**config.mk**
```make
export PLATFORM = sky130hd
export DESIGN_NAME = ftpo_top
export DESIGN_NICKNAME = d
export VERILOG_FILES = /design/src/common/ftpo_pkg.sv /design/src/rtl/ftpo_top.sv
export SDC_FILE = /design/constraint.sdc
export NUM_CORES = 2
export LEC_CHECK = 0
export ABC_AREA = 0
export BUFFER_PORTS_ARGS = -buffer_cell sky130_fd_sc_hd__buf_2
export CAP_MARGIN = 20
export CELL_PAD_IN_SITES_DETAIL_PLACEMENT = 2
export CELL_PAD_IN_SITES_GLOBAL_PLACEMENT = 2
export CORE_AREA = 2 2 479 481
export CTS_CLUSTER_DIAMETER = 150
export DETAILED_ROUTE_END_ITERATION = 16
export DIE_AREA = 0 0 481 483
export GPL_TIMING_DRIVEN = 0
export PLACE_DENSITY_LB_ADDON = 0.1
export REMOVE_ABC_BUFFERS = 1
export SLEW_MARGIN = 20
export SYNTH_ARGS = -nofsm -noshare
export SYNTH_HDL_FRONTEND = slang
export SYNTH_SLANG_ARGS = --single-unit
```
**constraint.sdc**
```tcl
create_clock -name hclk -period 261.6 [get_ports hclk]
set_input_delay 52.32 -clock hclk [delete_from_list [all_inputs] [get_ports hclk]]
set_output_delay 52.32 -clock hclk [all_outputs]
set_load 0.01 [all_outputs]
```
**src/common/ftpo_pkg.sv**
```systemverilog
// constants, register map and carrier types of the flow totalizer and pulse block
// assumes one 250 MHz clock and an AHB-Lite register port
// Contract
// RULE1: two independent totalizers integrate mass flow rate over time.
// RULE2: each totalizer value is saved to nonvolatile memory once per second; here only after restore and while either totalizer is enabled.
// RULE3: at power-up each totalizer reloads its last saved value.
// RULE4: per-totalizer enable, default off; no accumulation while off.
// RULE5: accumulate only while flow is at or above the start threshold.
// RULE6: action event while reading is at or above the action volume.
// RULE7: action volume zero disables the event; zero is the default.
// RULE8: no accumulation until the power-on delay, 0 to 3600 s, has passed.
// RULE9: auto reset, default off, clears the reading at the action volume.
// RULE10: after auto reset wait the auto reset delay before the next batch.
// RULE11: confirmed software reset or maintenance button clears the reading.
// RULE12: reset lock, default off, ignores every totalizer reset request; here the lock masks only the software and button resets, not the auto reset.
// RULE13: reading shown in ten digits, precision reduced by 0 to 5 digits.
// RULE14: pulse generator runs apart from totalizers, rate follows flow.
// RULE15: pulse enable; pulses only while flow is at or above its threshold.
// RULE16: one pulse per configured quantity of accumulated flow.
// RULE17: pulse on-time is configurable from 50 to 6553 ms.
// RULE18: pulses start no closer than 100 ms apart.
// RULE19: pulses earned too fast wait in a backlog queue.
// RULE20: pulses reach the relay only when relay function selects pulses.
// RULE21: each sample adds rate times sample interval to totals and pulse sum.
// RULE22: the queue counter saturates and drops by one per emitted pulse.
package ftpo_pkg;
  localparam int CLK_HZ = 250_000_000;
  localparam int SEC_S = 1;
  localparam int SEC_CYCLES = CLK_HZ * SEC_S;
  localparam int TICK_MS = 1;
  localparam int MS_CYCLES = CLK_HZ / 1000 * TICK_MS;
  localparam logic [15:0] PULSE_ON_MIN_MS = 16'h0032;
  localparam logic [15:0] PULSE_ON_MAX_MS = 16'h1999;
  localparam logic [15:0] PULSE_PERIOD_MS = 16'h0064;
  localparam logic [11:0] DELAY_MAX_S = 12'hE10;
  localparam logic [9:0] THR_STEPS = 10'h3E8;
  localparam logic [15:0] FLOW_FS = 16'hFFFF;
  localparam logic [2:0] DP_MAX = 3'h5;
  localparam logic [15:0] RST_KEY = 16'hA5C3;
  localparam logic [7:0] QUEUE_MAX = 8'hFF;
  // register byte offsets
  localparam logic [7:0] OFF_CTRL = 8'h00;
  localparam logic [7:0] OFF_START0 = 8'h04;
  localparam logic [7:0] OFF_START1 = 8'h08;
  localparam logic [7:0] OFF_ACT0 = 8'h0C;
  localparam logic [7:0] OFF_ACT1 = 8'h10;
  localparam logic [7:0] OFF_PON0 = 8'h14;
  localparam logic [7:0] OFF_PON1 = 8'h18;
  localparam logic [7:0] OFF_ARD0 = 8'h1C;
  localparam logic [7:0] OFF_ARD1 = 8'h20;
  localparam logic [7:0] OFF_DPREC = 8'h24;
  localparam logic [7:0] OFF_PSTART = 8'h28;
  localparam logic [7:0] OFF_PUNIT = 8'h2C;
  localparam logic [7:0] OFF_PONTIME = 8'h30;
  localparam logic [7:0] OFF_SDT = 8'h34;
  localparam logic [7:0] OFF_RESET = 8'h38;
  localparam logic [7:0] OFF_READ0 = 8'h3C;
  localparam logic [7:0] OFF_READ1 = 8'h40;
  localparam logic [7:0] OFF_STATUS = 8'h44;
  // control field positions
  localparam int CTRL_TEN = 0;
  localparam int CTRL_AR = 2;
  localparam int CTRL_LOCK = 4;
  localparam int CTRL_PEN = 5;
  localparam int CTRL_RF = 6;
  localparam int DP1_POS = 4;
  // values after reset
  localparam logic [7:0] CTRL_RST = 8'h00;
  localparam logic [31:0] ACT_RST = 32'h0000_0000;
  localparam logic [11:0] DLY_RST = 12'h000;
  localparam logic [15:0] SDT_RST = 16'h0001;
  localparam logic [31:0] PUNIT_RST = 32'h0000_0001;
  typedef struct packed {
    logic valid;
    logic [15:0] rate;
  } ftpo_flow_s;
  typedef struct packed {
    logic valid;
    logic [31:0] tot0;
    logic [31:0] tot1;
  } ftpo_nvm_s;
  typedef enum logic [2:0] {
    PS_IDLE = 3'b001,
    PS_ON = 3'b010,
    PS_OFF = 3'b100
  } ftpo_pstate_e;
  typedef enum logic [1:0] {
    RF_NONE = 2'h0,
    RF_PULSE = 2'h1,
    RF_EV0 = 2'h2,
    RF_EV1 = 2'h3
  } ftpo_relay_e;
endpackage

```
**src/rtl/ftpo_top.sv**
```systemverilog
// flow totalizers with flow-proportional relay pulse output
// assumes flow samples come from logic on hclk, the button from a pin
//
// Local design decisions: the AHB-Lite register port and the register offsets.
`timescale 1ns/100ps
module ftpo_top #(
  parameter int unsigned SEC_CYCLES = ftpo_pkg::SEC_CYCLES,
  parameter int unsigned MS_CYCLES = ftpo_pkg::MS_CYCLES
) (
  // clock and reset
  input wire logic hclk,
  input wire logic hresetn,
  // ahb-lite slave
  input wire logic hsel,
  input wire logic [31:0] haddr,
  input wire logic [1:0] htrans,
  input wire logic hwrite,
  input wire logic [2:0] hsize,
  input wire logic [31:0] hwdata,
  input wire logic hready,
  output logic hreadyout,
  output logic [31:0] hrdata,
  output logic hresp,
  // flow measurement and field button
  input wire ftpo_pkg::ftpo_flow_s flow,
  input wire logic maint_btn,
  // nonvolatile store
  input wire ftpo_pkg::ftpo_nvm_s nvm_restore,
  output ftpo_pkg::ftpo_nvm_s nvm_save,
  // outputs
  output logic [1:0] tot_event,
  output logic relay_output
);
  import ftpo_pkg::*;

  // configuration state
  logic [7:0] ctrl;
  logic [9:0] cfg_start [2];
  logic [31:0] cfg_act [2];
  logic [11:0] cfg_pon [2];
  logic [11:0] cfg_ard [2];
  logic [2:0] cfg_dp [2];
  logic [9:0] cfg_pstart;
  logic [31:0] cfg_punit;
  logic [15:0] cfg_pon_ms;
  logic [15:0] cfg_sdt;

  // bus pipeline
  logic wr_pend;
  logic [7:0] wr_addr;
  wire addr_ph = hsel & hready & htrans[1];
  wire word_sz = hsize == 3'h2;
  wire [7:0] ra = haddr[7:0];
  logic [31:0] rd_data;

  // block state seen by reads
  logic [31:0] tot [2];
  logic [31:0] reading [2];
  logic [11:0] ard_cnt [2];
  logic [1:0] ard_busy;
  logic loaded;
  logic [7:0] queue;
  ftpo_pstate_e pstate;

  // slave always ready and always okay; no wait states are ever needed
  assign hreadyout = 1'b1;
  assign hresp = 1'b0;

  // address phase captured, write data lands one cycle later
  always_ff @(posedge hclk or negedge hresetn) begin
    if (!hresetn) begin
      wr_pend <= 1'b0;
      wr_addr <= 8'h00;
      hrdata <= 32'h0000_0000;
    end else begin
      wr_pend <= addr_ph & hwrite & word_sz;
      wr_addr <= ra;
      hrdata <= (addr_ph & !hwrite) ? rd_data : 32'h0000_0000;
    end
  end

  // write field clamps keep stored settings inside their legal ranges
  function automatic logic [11:0] clamp_dly(input logic [31:0] v);
    clamp_dly = (v > 32'(DELAY_MAX_S)) ? DELAY_MAX_S : v[11:0];
  endfunction

  function automatic logic [9:0] clamp_thr(input logic [31:0] v);
    clamp_thr = (v > 32'(THR_STEPS)) ? THR_STEPS : v[9:0];
  endfunction

  function automatic logic [2:0] clamp_dp(input logic [3:0] v);
    clamp_dp = (v > {1'b0, DP_MAX}) ? DP_MAX : v[2:0];
  endfunction

  function automatic logic [31:0] pow10(input logic [2:0] d);
    case (d)
      3'h0: pow10 = 32'h0000_0001;
      3'h1: pow10 = 32'h0000_000A;
      3'h2: pow10 = 32'h0000_0064;
      3'h3: pow10 = 32'h0000_03E8;
      3'h4: pow10 = 32'h0000_2710;
      default: pow10 = 32'h0001_86A0;
    endcase
  endfunction

  wire [15:0] on_in = hwdata[15:0];
  wire [15:0] on_lo = (on_in < PULSE_ON_MIN_MS) ? PULSE_ON_MIN_MS : on_in;
  wire [15:0] on_clamped = (on_lo > PULSE_ON_MAX_MS) ? PULSE_ON_MAX_MS : on_lo; // [RULE17]

  // configuration writes
  always_ff @(posedge hclk or negedge hresetn) begin
    if (!hresetn) begin
      ctrl <= CTRL_RST; // [RULE4] [RULE9] [RULE12]
      cfg_start[0] <= 10'h000;
      cfg_start[1] <= 10'h000;
      cfg_act[0] <= ACT_RST; // [RULE7]
      cfg_act[1] <= ACT_RST;
      cfg_pon[0] <= DLY_RST;
      cfg_pon[1] <= DLY_RST;
      cfg_ard[0] <= DLY_RST;
      cfg_ard[1] <= DLY_RST;
      cfg_dp[0] <= 3'h0;
      cfg_dp[1] <= 3'h0;
      cfg_pstart <= 10'h000;
      cfg_punit <= PUNIT_RST;
      cfg_pon_ms <= PULSE_ON_MIN_MS;
      cfg_sdt <= SDT_RST;
    end else if (wr_pend) begin
      case (wr_addr)
        OFF_CTRL: ctrl <= hwdata[7:0];
        OFF_START0: cfg_start[0] <= clamp_thr(hwdata);
        OFF_START1: cfg_start[1] <= clamp_thr(hwdata);
        OFF_ACT0: cfg_act[0] <= hwdata;
        OFF_ACT1: cfg_act[1] <= hwdata;
        OFF_PON0: cfg_pon[0] <= clamp_dly(hwdata); // [RULE8]
        OFF_PON1: cfg_pon[1] <= clamp_dly(hwdata);
        OFF_ARD0: cfg_ard[0] <= clamp_dly(hwdata); // [RULE10]
        OFF_ARD1: cfg_ard[1] <= clamp_dly(hwdata);
        OFF_DPREC: begin
          cfg_dp[0] <= clamp_dp(hwdata[3:0]); // [RULE13]
          cfg_dp[1] <= clamp_dp(hwdata[DP1_POS +: 4]);
        end
        OFF_PSTART: cfg_pstart <= clamp_thr(hwdata); // [RULE15]
        OFF_PUNIT: cfg_punit <= hwdata; // [RULE16]
        OFF_PONTIME: cfg_pon_ms <= on_clamped;
        OFF_SDT: cfg_sdt <= hwdata[15:0];
        default: ;
      endcase
    end
  end

  // control fields
  wire [1:0] tot_en = ctrl[CTRL_TEN +: 2];
  wire [1:0] ar_en = ctrl[CTRL_AR +: 2];
  wire lock = ctrl[CTRL_LOCK];
  wire pls_en = ctrl[CTRL_PEN];
  wire [1:0] relay_func = ctrl[CTRL_RF +: 2];

  // read selection; unmapped offsets read zero
  assign rd_data =
    (ra == OFF_CTRL) ? {24'h0, ctrl} :
    (ra == OFF_START0) ? {22'h0, cfg_start[0]} :
    (ra == OFF_START1) ? {22'h0, cfg_start[1]} :
    (ra == OFF_ACT0) ? cfg_act[0] :
    (ra == OFF_ACT1) ? cfg_act[1] :
    (ra == OFF_PON0) ? {20'h0, cfg_pon[0]} :
    (ra == OFF_PON1) ? {20'h0, cfg_pon[1]} :
    (ra == OFF_ARD0) ? {20'h0, cfg_ard[0]} :
    (ra == OFF_ARD1) ? {20'h0, cfg_ard[1]} :
    (ra == OFF_DPREC) ? {25'h0, cfg_dp[1], 1'b0, cfg_dp[0]} :
    (ra == OFF_PSTART) ? {22'h0, cfg_pstart} :
    (ra == OFF_PUNIT) ? cfg_punit :
    (ra == OFF_PONTIME) ? {16'h0, cfg_pon_ms} :
    (ra == OFF_SDT) ? {16'h0, cfg_sdt} :
    (ra == OFF_READ0) ? reading[0] :
    (ra == OFF_READ1) ? reading[1] :
    (ra == OFF_STATUS) ? {16'h0, queue, 2'h0, ard_busy, loaded, relay_output, tot_event} :
    32'h0000_0000;

  // confirmed software reset: key in the upper half, target bits below
  wire key_ok = hwdata[31:16] == RST_KEY;
  wire rst_cmd = wr_pend & (wr_addr == OFF_RESET) & key_ok;
  wire [1:0] sw_rst = rst_cmd ? hwdata[1:0] : 2'b00;

  // button synchroniser, edge detect taken from the second stage only
  logic btn_m;
  logic btn_s;
  logic btn_q;
  always_ff @(posedge hclk or negedge hresetn) begin
    if (!hresetn) begin
      btn_m <= 1'b0;
      btn_s <= 1'b0;
      btn_q <= 1'b0;
    end else begin
      btn_m <= maint_btn;
      btn_s <= btn_m;
      btn_q <= btn_s;
    end
  end
  wire btn_press = btn_s & !btn_q;
  // a held lock swallows both request sources
  wire [1:0] man_clr = (sw_rst | {2{btn_press}}) & {2{!lock}}; // [RULE11] [RULE12]

  // one-second time base and uptime since reset
  logic [31:0] sec_cnt;
  logic [11:0] uptime;
  wire sec_tick = sec_cnt == (SEC_CYCLES - 32'd1);
  always_ff @(posedge hclk or negedge hresetn) begin
    if (!hresetn) begin
      sec_cnt <= 32'h0000_0000;
      uptime <= 12'h000;
    end else begin
      sec_cnt <= sec_tick ? 32'h0000_0000 : sec_cnt + 32'd1;
      if (sec_tick && uptime != DELAY_MAX_S)
        uptime <= uptime + 12'd1;
    end
  end

  // flow increment shared by both totalizers and the pulse sum
  wire [31:0] inc = {16'h0, flow.rate} * {16'h0, cfg_sdt}; // [RULE21]
  wire [26:0] rate_x = 27'(flow.rate) * 27'(THR_STEPS);

  // restore is taken once, on the first valid word after reset
  always_ff @(posedge hclk or negedge hresetn) begin
    if (!hresetn)
      loaded <= 1'b0;
    else if (nvm_restore.valid)
      loaded <= 1'b1;
  end

  // two identical totalizers
  genvar gi;
  generate
    for (gi = 0; gi < 2; gi++) begin : g_tot
      wire [26:0] thr_x = 27'(cfg_start[gi]) * 27'(FLOW_FS);
      wire thr_ok = rate_x >= thr_x; // [RULE5]
      wire pon_ok = uptime >= cfg_pon[gi]; // [RULE8]
      wire [32:0] sum = {1'b0, tot[gi]} + {1'b0, inc};
      wire [31:0] sat = sum[32] ? 32'hFFFF_FFFF : sum[31:0];
      wire ev = (cfg_act[gi] != 32'h0) && (tot[gi] >= cfg_act[gi]); // [RULE6] [RULE7]
      wire auto_clr = ev & ar_en[gi]; // [RULE9]
      wire run = loaded & tot_en[gi] & pon_ok & !ard_busy[gi] & flow.valid & thr_ok; // [RULE4]
      wire [31:0] rest = (gi == 0) ? nvm_restore.tot0 : nvm_restore.tot1;
      assign ard_busy[gi] = ard_cnt[gi] != 12'h000;

      // clears win over restore and accumulation in the same cycle
      always_ff @(posedge hclk or negedge hresetn) begin
        if (!hresetn)
          tot[gi] <= 32'h0000_0000;
        else if (man_clr[gi] || auto_clr)
          tot[gi] <= 32'h0000_0000; // [RULE11]
        else if (nvm_restore.valid && !loaded)
          tot[gi] <= rest; // [RULE3]
        else if (run)
          tot[gi] <= sat; // [RULE1] [RULE21]
      end

      // hold-off after an automatic batch reset, counted in seconds
      always_ff @(posedge hclk or negedge hresetn) begin
        if (!hresetn)
          ard_cnt[gi] <= 12'h000;
        else if (auto_clr)
          ard_cnt[gi] <= cfg_ard[gi]; // [RULE10]
        else if (sec_tick && ard_busy[gi])
          ard_cnt[gi] <= ard_cnt[gi] - 12'd1;
      end

      // scaled reading; 32 bits never exceed ten decimal digits
      always_ff @(posedge hclk or negedge hresetn) begin
        if (!hresetn) begin
          reading[gi] <= 32'h0000_0000;
          tot_event[gi] <= 1'b0;
        end else begin
          reading[gi] <= tot[gi] / pow10(cfg_dp[gi]); // [RULE13]
          tot_event[gi] <= ev; // [RULE6]
        end
      end
    end
  endgenerate

  // periodic save of both totals after restore while either one is enabled
  always_ff @(posedge hclk or negedge hresetn) begin
    if (!hresetn) begin
      nvm_save <= '0;
    end else begin
      nvm_save.valid <= sec_tick & loaded & (|tot_en); // [RULE2]
      nvm_save.tot0 <= tot[0];
      nvm_save.tot1 <= tot[1];
    end
  end

  // pulse sum: independent of the totalizers and their resets
  logic [31:0] pacc;
  wire [26:0] pthr_x = 27'(cfg_pstart) * 27'(FLOW_FS);
  wire padd = pls_en & flow.valid & (rate_x >= pthr_x); // [RULE14] [RULE15]
  wire earn = (cfg_punit != 32'h0) && (pacc >= cfg_punit); // [RULE16]
  wire [31:0] pless = earn ? pacc - cfg_punit : pacc;
  wire [32:0] psum = {1'b0, pless} + {1'b0, (padd ? inc : 32'h0)};
  wire [31:0] next_pacc = psum[32] ? 32'hFFFF_FFFF : psum[31:0];
  always_ff @(posedge hclk or negedge hresetn) begin
    if (!hresetn)
      pacc <= 32'h0000_0000;
    else
      pacc <= next_pacc; // [RULE21]
  end

  // emitter timing in milliseconds; the ms divider restarts at each pulse
  logic [31:0] ms_cnt;
  logic [15:0] on_left;
  logic [15:0] per_left;
  wire emit = (pstate == PS_IDLE) && (queue != 8'h00) && pls_en;
  wire ms_tick = ms_cnt == (MS_CYCLES - 32'd1);
  always_ff @(posedge hclk or negedge hresetn) begin
    if (!hresetn)
      ms_cnt <= 32'h0000_0000;
    else if (emit || ms_tick)
      ms_cnt <= 32'h0000_0000;
    else
      ms_cnt <= ms_cnt + 32'd1;
  end

  // backlog: earned pulses wait here, saturating rather than wrapping
  wire q_up = earn && (queue != QUEUE_MAX);
  always_ff @(posedge hclk or negedge hresetn) begin
    if (!hresetn)
      queue <= 8'h00;
    else if (q_up && !emit)
      queue <= queue + 8'd1; // [RULE19] [RULE22]
    else if (emit && !q_up)
      queue <= queue - 8'd1; // [RULE22]
  end

  // pulse state: on for the on-time, then low until the period has run
  ftpo_pstate_e next_pstate;
  always_comb begin
    next_pstate = pstate;
    case (pstate)
      PS_IDLE: if (emit) next_pstate = PS_ON;
      PS_ON: if (ms_tick && on_left == 16'd1) next_pstate = PS_OFF; // [RULE17]
      PS_OFF: if (ms_tick && per_left <= 16'd1) next_pstate = PS_IDLE; // [RULE18]
      default: next_pstate = PS_IDLE;
    endcase
  end

  // the off state lasts at least one ms, so long on-times still show a gap
  always_ff @(posedge hclk or negedge hresetn) begin
    if (!hresetn) begin
      pstate <= PS_IDLE;
      on_left <= 16'h0000;
      per_left <= 16'h0000;
    end else begin
      pstate <= next_pstate;
      if (emit) begin
        on_left <= cfg_pon_ms;
        per_left <= PULSE_PERIOD_MS;
      end else if (ms_tick) begin
        if (on_left != 16'h0000)
          on_left <= on_left - 16'd1;
        if (per_left != 16'h0000)
          per_left <= per_left - 16'd1;
      end
    end
  end

  // relay function assignment selects the relay source
  wire pulse_on = pstate == PS_ON;
  wire next_relay = (relay_func == RF_PULSE) ? pulse_on : // [RULE20]
                    (relay_func == RF_EV0) ? tot_event[0] :
                    (relay_func == RF_EV1) ? tot_event[1] : 1'b0;
  always_ff @(posedge hclk or negedge hresetn) begin
    if (!hresetn)
      relay_output <= 1'b0;
    else
      relay_output <= next_relay;
  end

endmodule

```
==> out/results.txt <==
Fmax - 0.00861 GHz
Slew Limit Fails - 0
Most frequent cell after synthesis - ha_1
Die X-Extent - 481 µm
Max stage delay on crit path - 940 ps
Initial Util - 0.439
Critical path type - register to register
Drt first pass iters - 9
Final ANT Viol Nets - 0
FF-to-FF End - reading[0]
Synthesized instance count - 11908
Synthesized flop and latch total - 636
Proportion of synthesized area in mux cells - 0.0427
Core Box Area - 227000 µm²
First DRT Iteration DRCs - 6503
Top cells by count, synth - ha_1 (1337), nand2_1 (1124), inv_1 (964), nor2_1 (741), a21oi_1 (690)
Post-CTS Setup Bufs - 0
Worst path required time - 262120 ps
HP Class - register to register
Status - complete, no violations
Synth Flop Type - dfrtp_1
Avg WL per Cell - 29.1 µm
Final #Nets - 13784
Max-cap violations - 0
Synth Area in Compound Gates - 0.229
Crit path to - reading[0]
Sequential fraction of the synthesis area - 0.160
Vias per inst - 6.46
CTS sink cnt - 636
Routability cong. - 0.948
Buffers and inverters on the worst path - 36
Asr flop ratio synth - 1.00
Post-synthesis simple-gate area fraction - 0.200
Worst reg2reg setup slack - 145470 ps
Final hold violations - 0
Via Count - 96992
Clk buf depth - 3
Fillers - 25172
Unrepaired setup endpoints after global routing - false
Root buffer cell - clkbuf_16
CP Max Fanout - 33
Number of global-route vias before repair - 107814
Post-CTS Resized - 0
Synth top area share - 0.168
EDFF count, synth - 0
CP most frequent cell - o21a_1
Total congestion overflow - 0
DRC Markers - 0
Clk_lat worst skew - 760 ps
Hold wc startpoint - btn_m
Largest family of logic cells by synthesized area - adder cells
Final min period - 116140 ps
Post-synthesis adder-cell area fraction - 0.246
Kind of cell adding the most delay to the critical path - compound AO/OA/AOI/OAI gates
GRT met2 Usage - 0.621
H-tree levels - 3
First-pass GRT wire length - 666000 µm
Post-synthesis cell area - 99500 µm²
Worst-Margin Slew - 1290 ps
Setup TNS - 0 ps
CTS tree - built
All-Layer GR Usage - 0.367
Area grow syn2layout - 7.40%
Die Span Y - 483 µm
Row cnt - 175
Clk_skew - 76.7 ps
Setup crit end kind - register
CTS clk-pin slew, worst paths - 70 ps
Num CTS Buffers - 76
Port Buffers - 231
Pin count of the biggest net entering global routing - 95
Post-synth cell types - 208
Reg2Reg Depth - 465
GR peak layer - met2
Initial antenna violation count - 70
R2r startpoint - cfg_dp[2]
Layout cells sized above 1 - 0.114
Synthesis warning total - 0
Met1 usage - 0.445
Boundary Pins - 259
Total Wirelength - 437000 µm
GRT met3 Usage - 0.0592
Die ar. - 232000 µm²
Slowest CP cell - and2_1
Final worst-path cycle share - 0.444
Synth area leaders - ha_1 (17%), dfrtp_1 (16%), fa_1 (7.7%), nand2_1 (4.2%), xnor2_1 (3.9%)
Setup violators final - 0
Worst slew margin - 0.136
Hold_buf cts - 0
Synth Area in XOR/XNOR - 0.0619
Worst Setup Start Kind - register
Area leader, netlist - ha_1
Worst Path Arrival - 116650 ps
Critical Path Start - cfg_dp[2]
Levels on crit path - 465
Synth Area per Inst - 8.35 µm²
Post-DP HPWL - 347000 µm
[sequential cells by signal (all words and copies together) (netlist names), 32 cells and up]
name       count
sec_cnt       32
pacc          32
cfg_act       64
ms_cnt        32
cfg_punit     32
reading       64
tot           64
nvm_save      65
hrdata        32
[layout make-up]
cell class,instances,area [µm²],area share
multi-input cells,9876,77900,0.730
flip-flops and latches,636,15900,0.149
inverters,1007,3840,0.0360
well taps,3009,3760,0.0352
repair buffers,308,2520,0.0236
clock buffers,107,2180,0.0204
clock inverters,29,531,0.00497
diodes,45,113,0.00105
[layout by cell type (no fill, tap or decap), drive strengths merged, types with 183 or more instances in the layout]
cell	instances
a21oi	703
nand2	1136
nor2	763
dfrtp	630
nand3	232
o31ai	270
xor2	257
ha	1337
buf	308
nor3	497
xnor2	442
nand4	183
mux2	258
inv	1002
o21ai	570
fa	385
o21a	393
[logic make-up (layout without fill, tap and decap cells)]
kind of cell / count (synthesis) / after routing
buf+inv: 1396 / 1451
other cells: 2 / 47
simple gates: 3869 / 3869
fa+ha+maj: 1726 / 1726
compound gates: 3202 / 3202
mux: 378 / 378
xor+xnor: 699 / 699
flops: 636 / 636
[per-layer routing]
layer / wire, µm / vias to the layer above
met5: 192 / -
met4: 25800 / 26
met3: 24100 / 1065
met2: 210000 / 2837
met1: 178000 / 49860
li1: - / 43204
[how the worst min path moves through the flow]
stage	end	cells past startpoint
after floorplan	btn_s	0
after detailed placement	btn_s	0
final	btn_s	0
after global routing	btn_s	0
after CTS	btn_s	0
after global placement	btn_s	0
[through the flow]
step | setup slack [ps] | utilization | hold WS (ps) | area, µm² | cells
2_1_floorplan | 168320 | - | 331 | 97300 | 11519
3_3_place_gp | 147600 | 0.451 | 338 | 102000 | 14759
3_5_place_dp | 146390 | 0.458 | 336 | 104000 | 14836
4_1_cts | 145750 | 0.470 | 374 | 107000 | 14972
5_1_grt | 137620 | 0.471 | 381 | 107000 | 15005
6_report | 145470 | 0.471 | 368 | 107000 | 15017
Power is not shown: default switching activity piles up to over one toggle a cycle in this logic, so the estimate is an artifact.
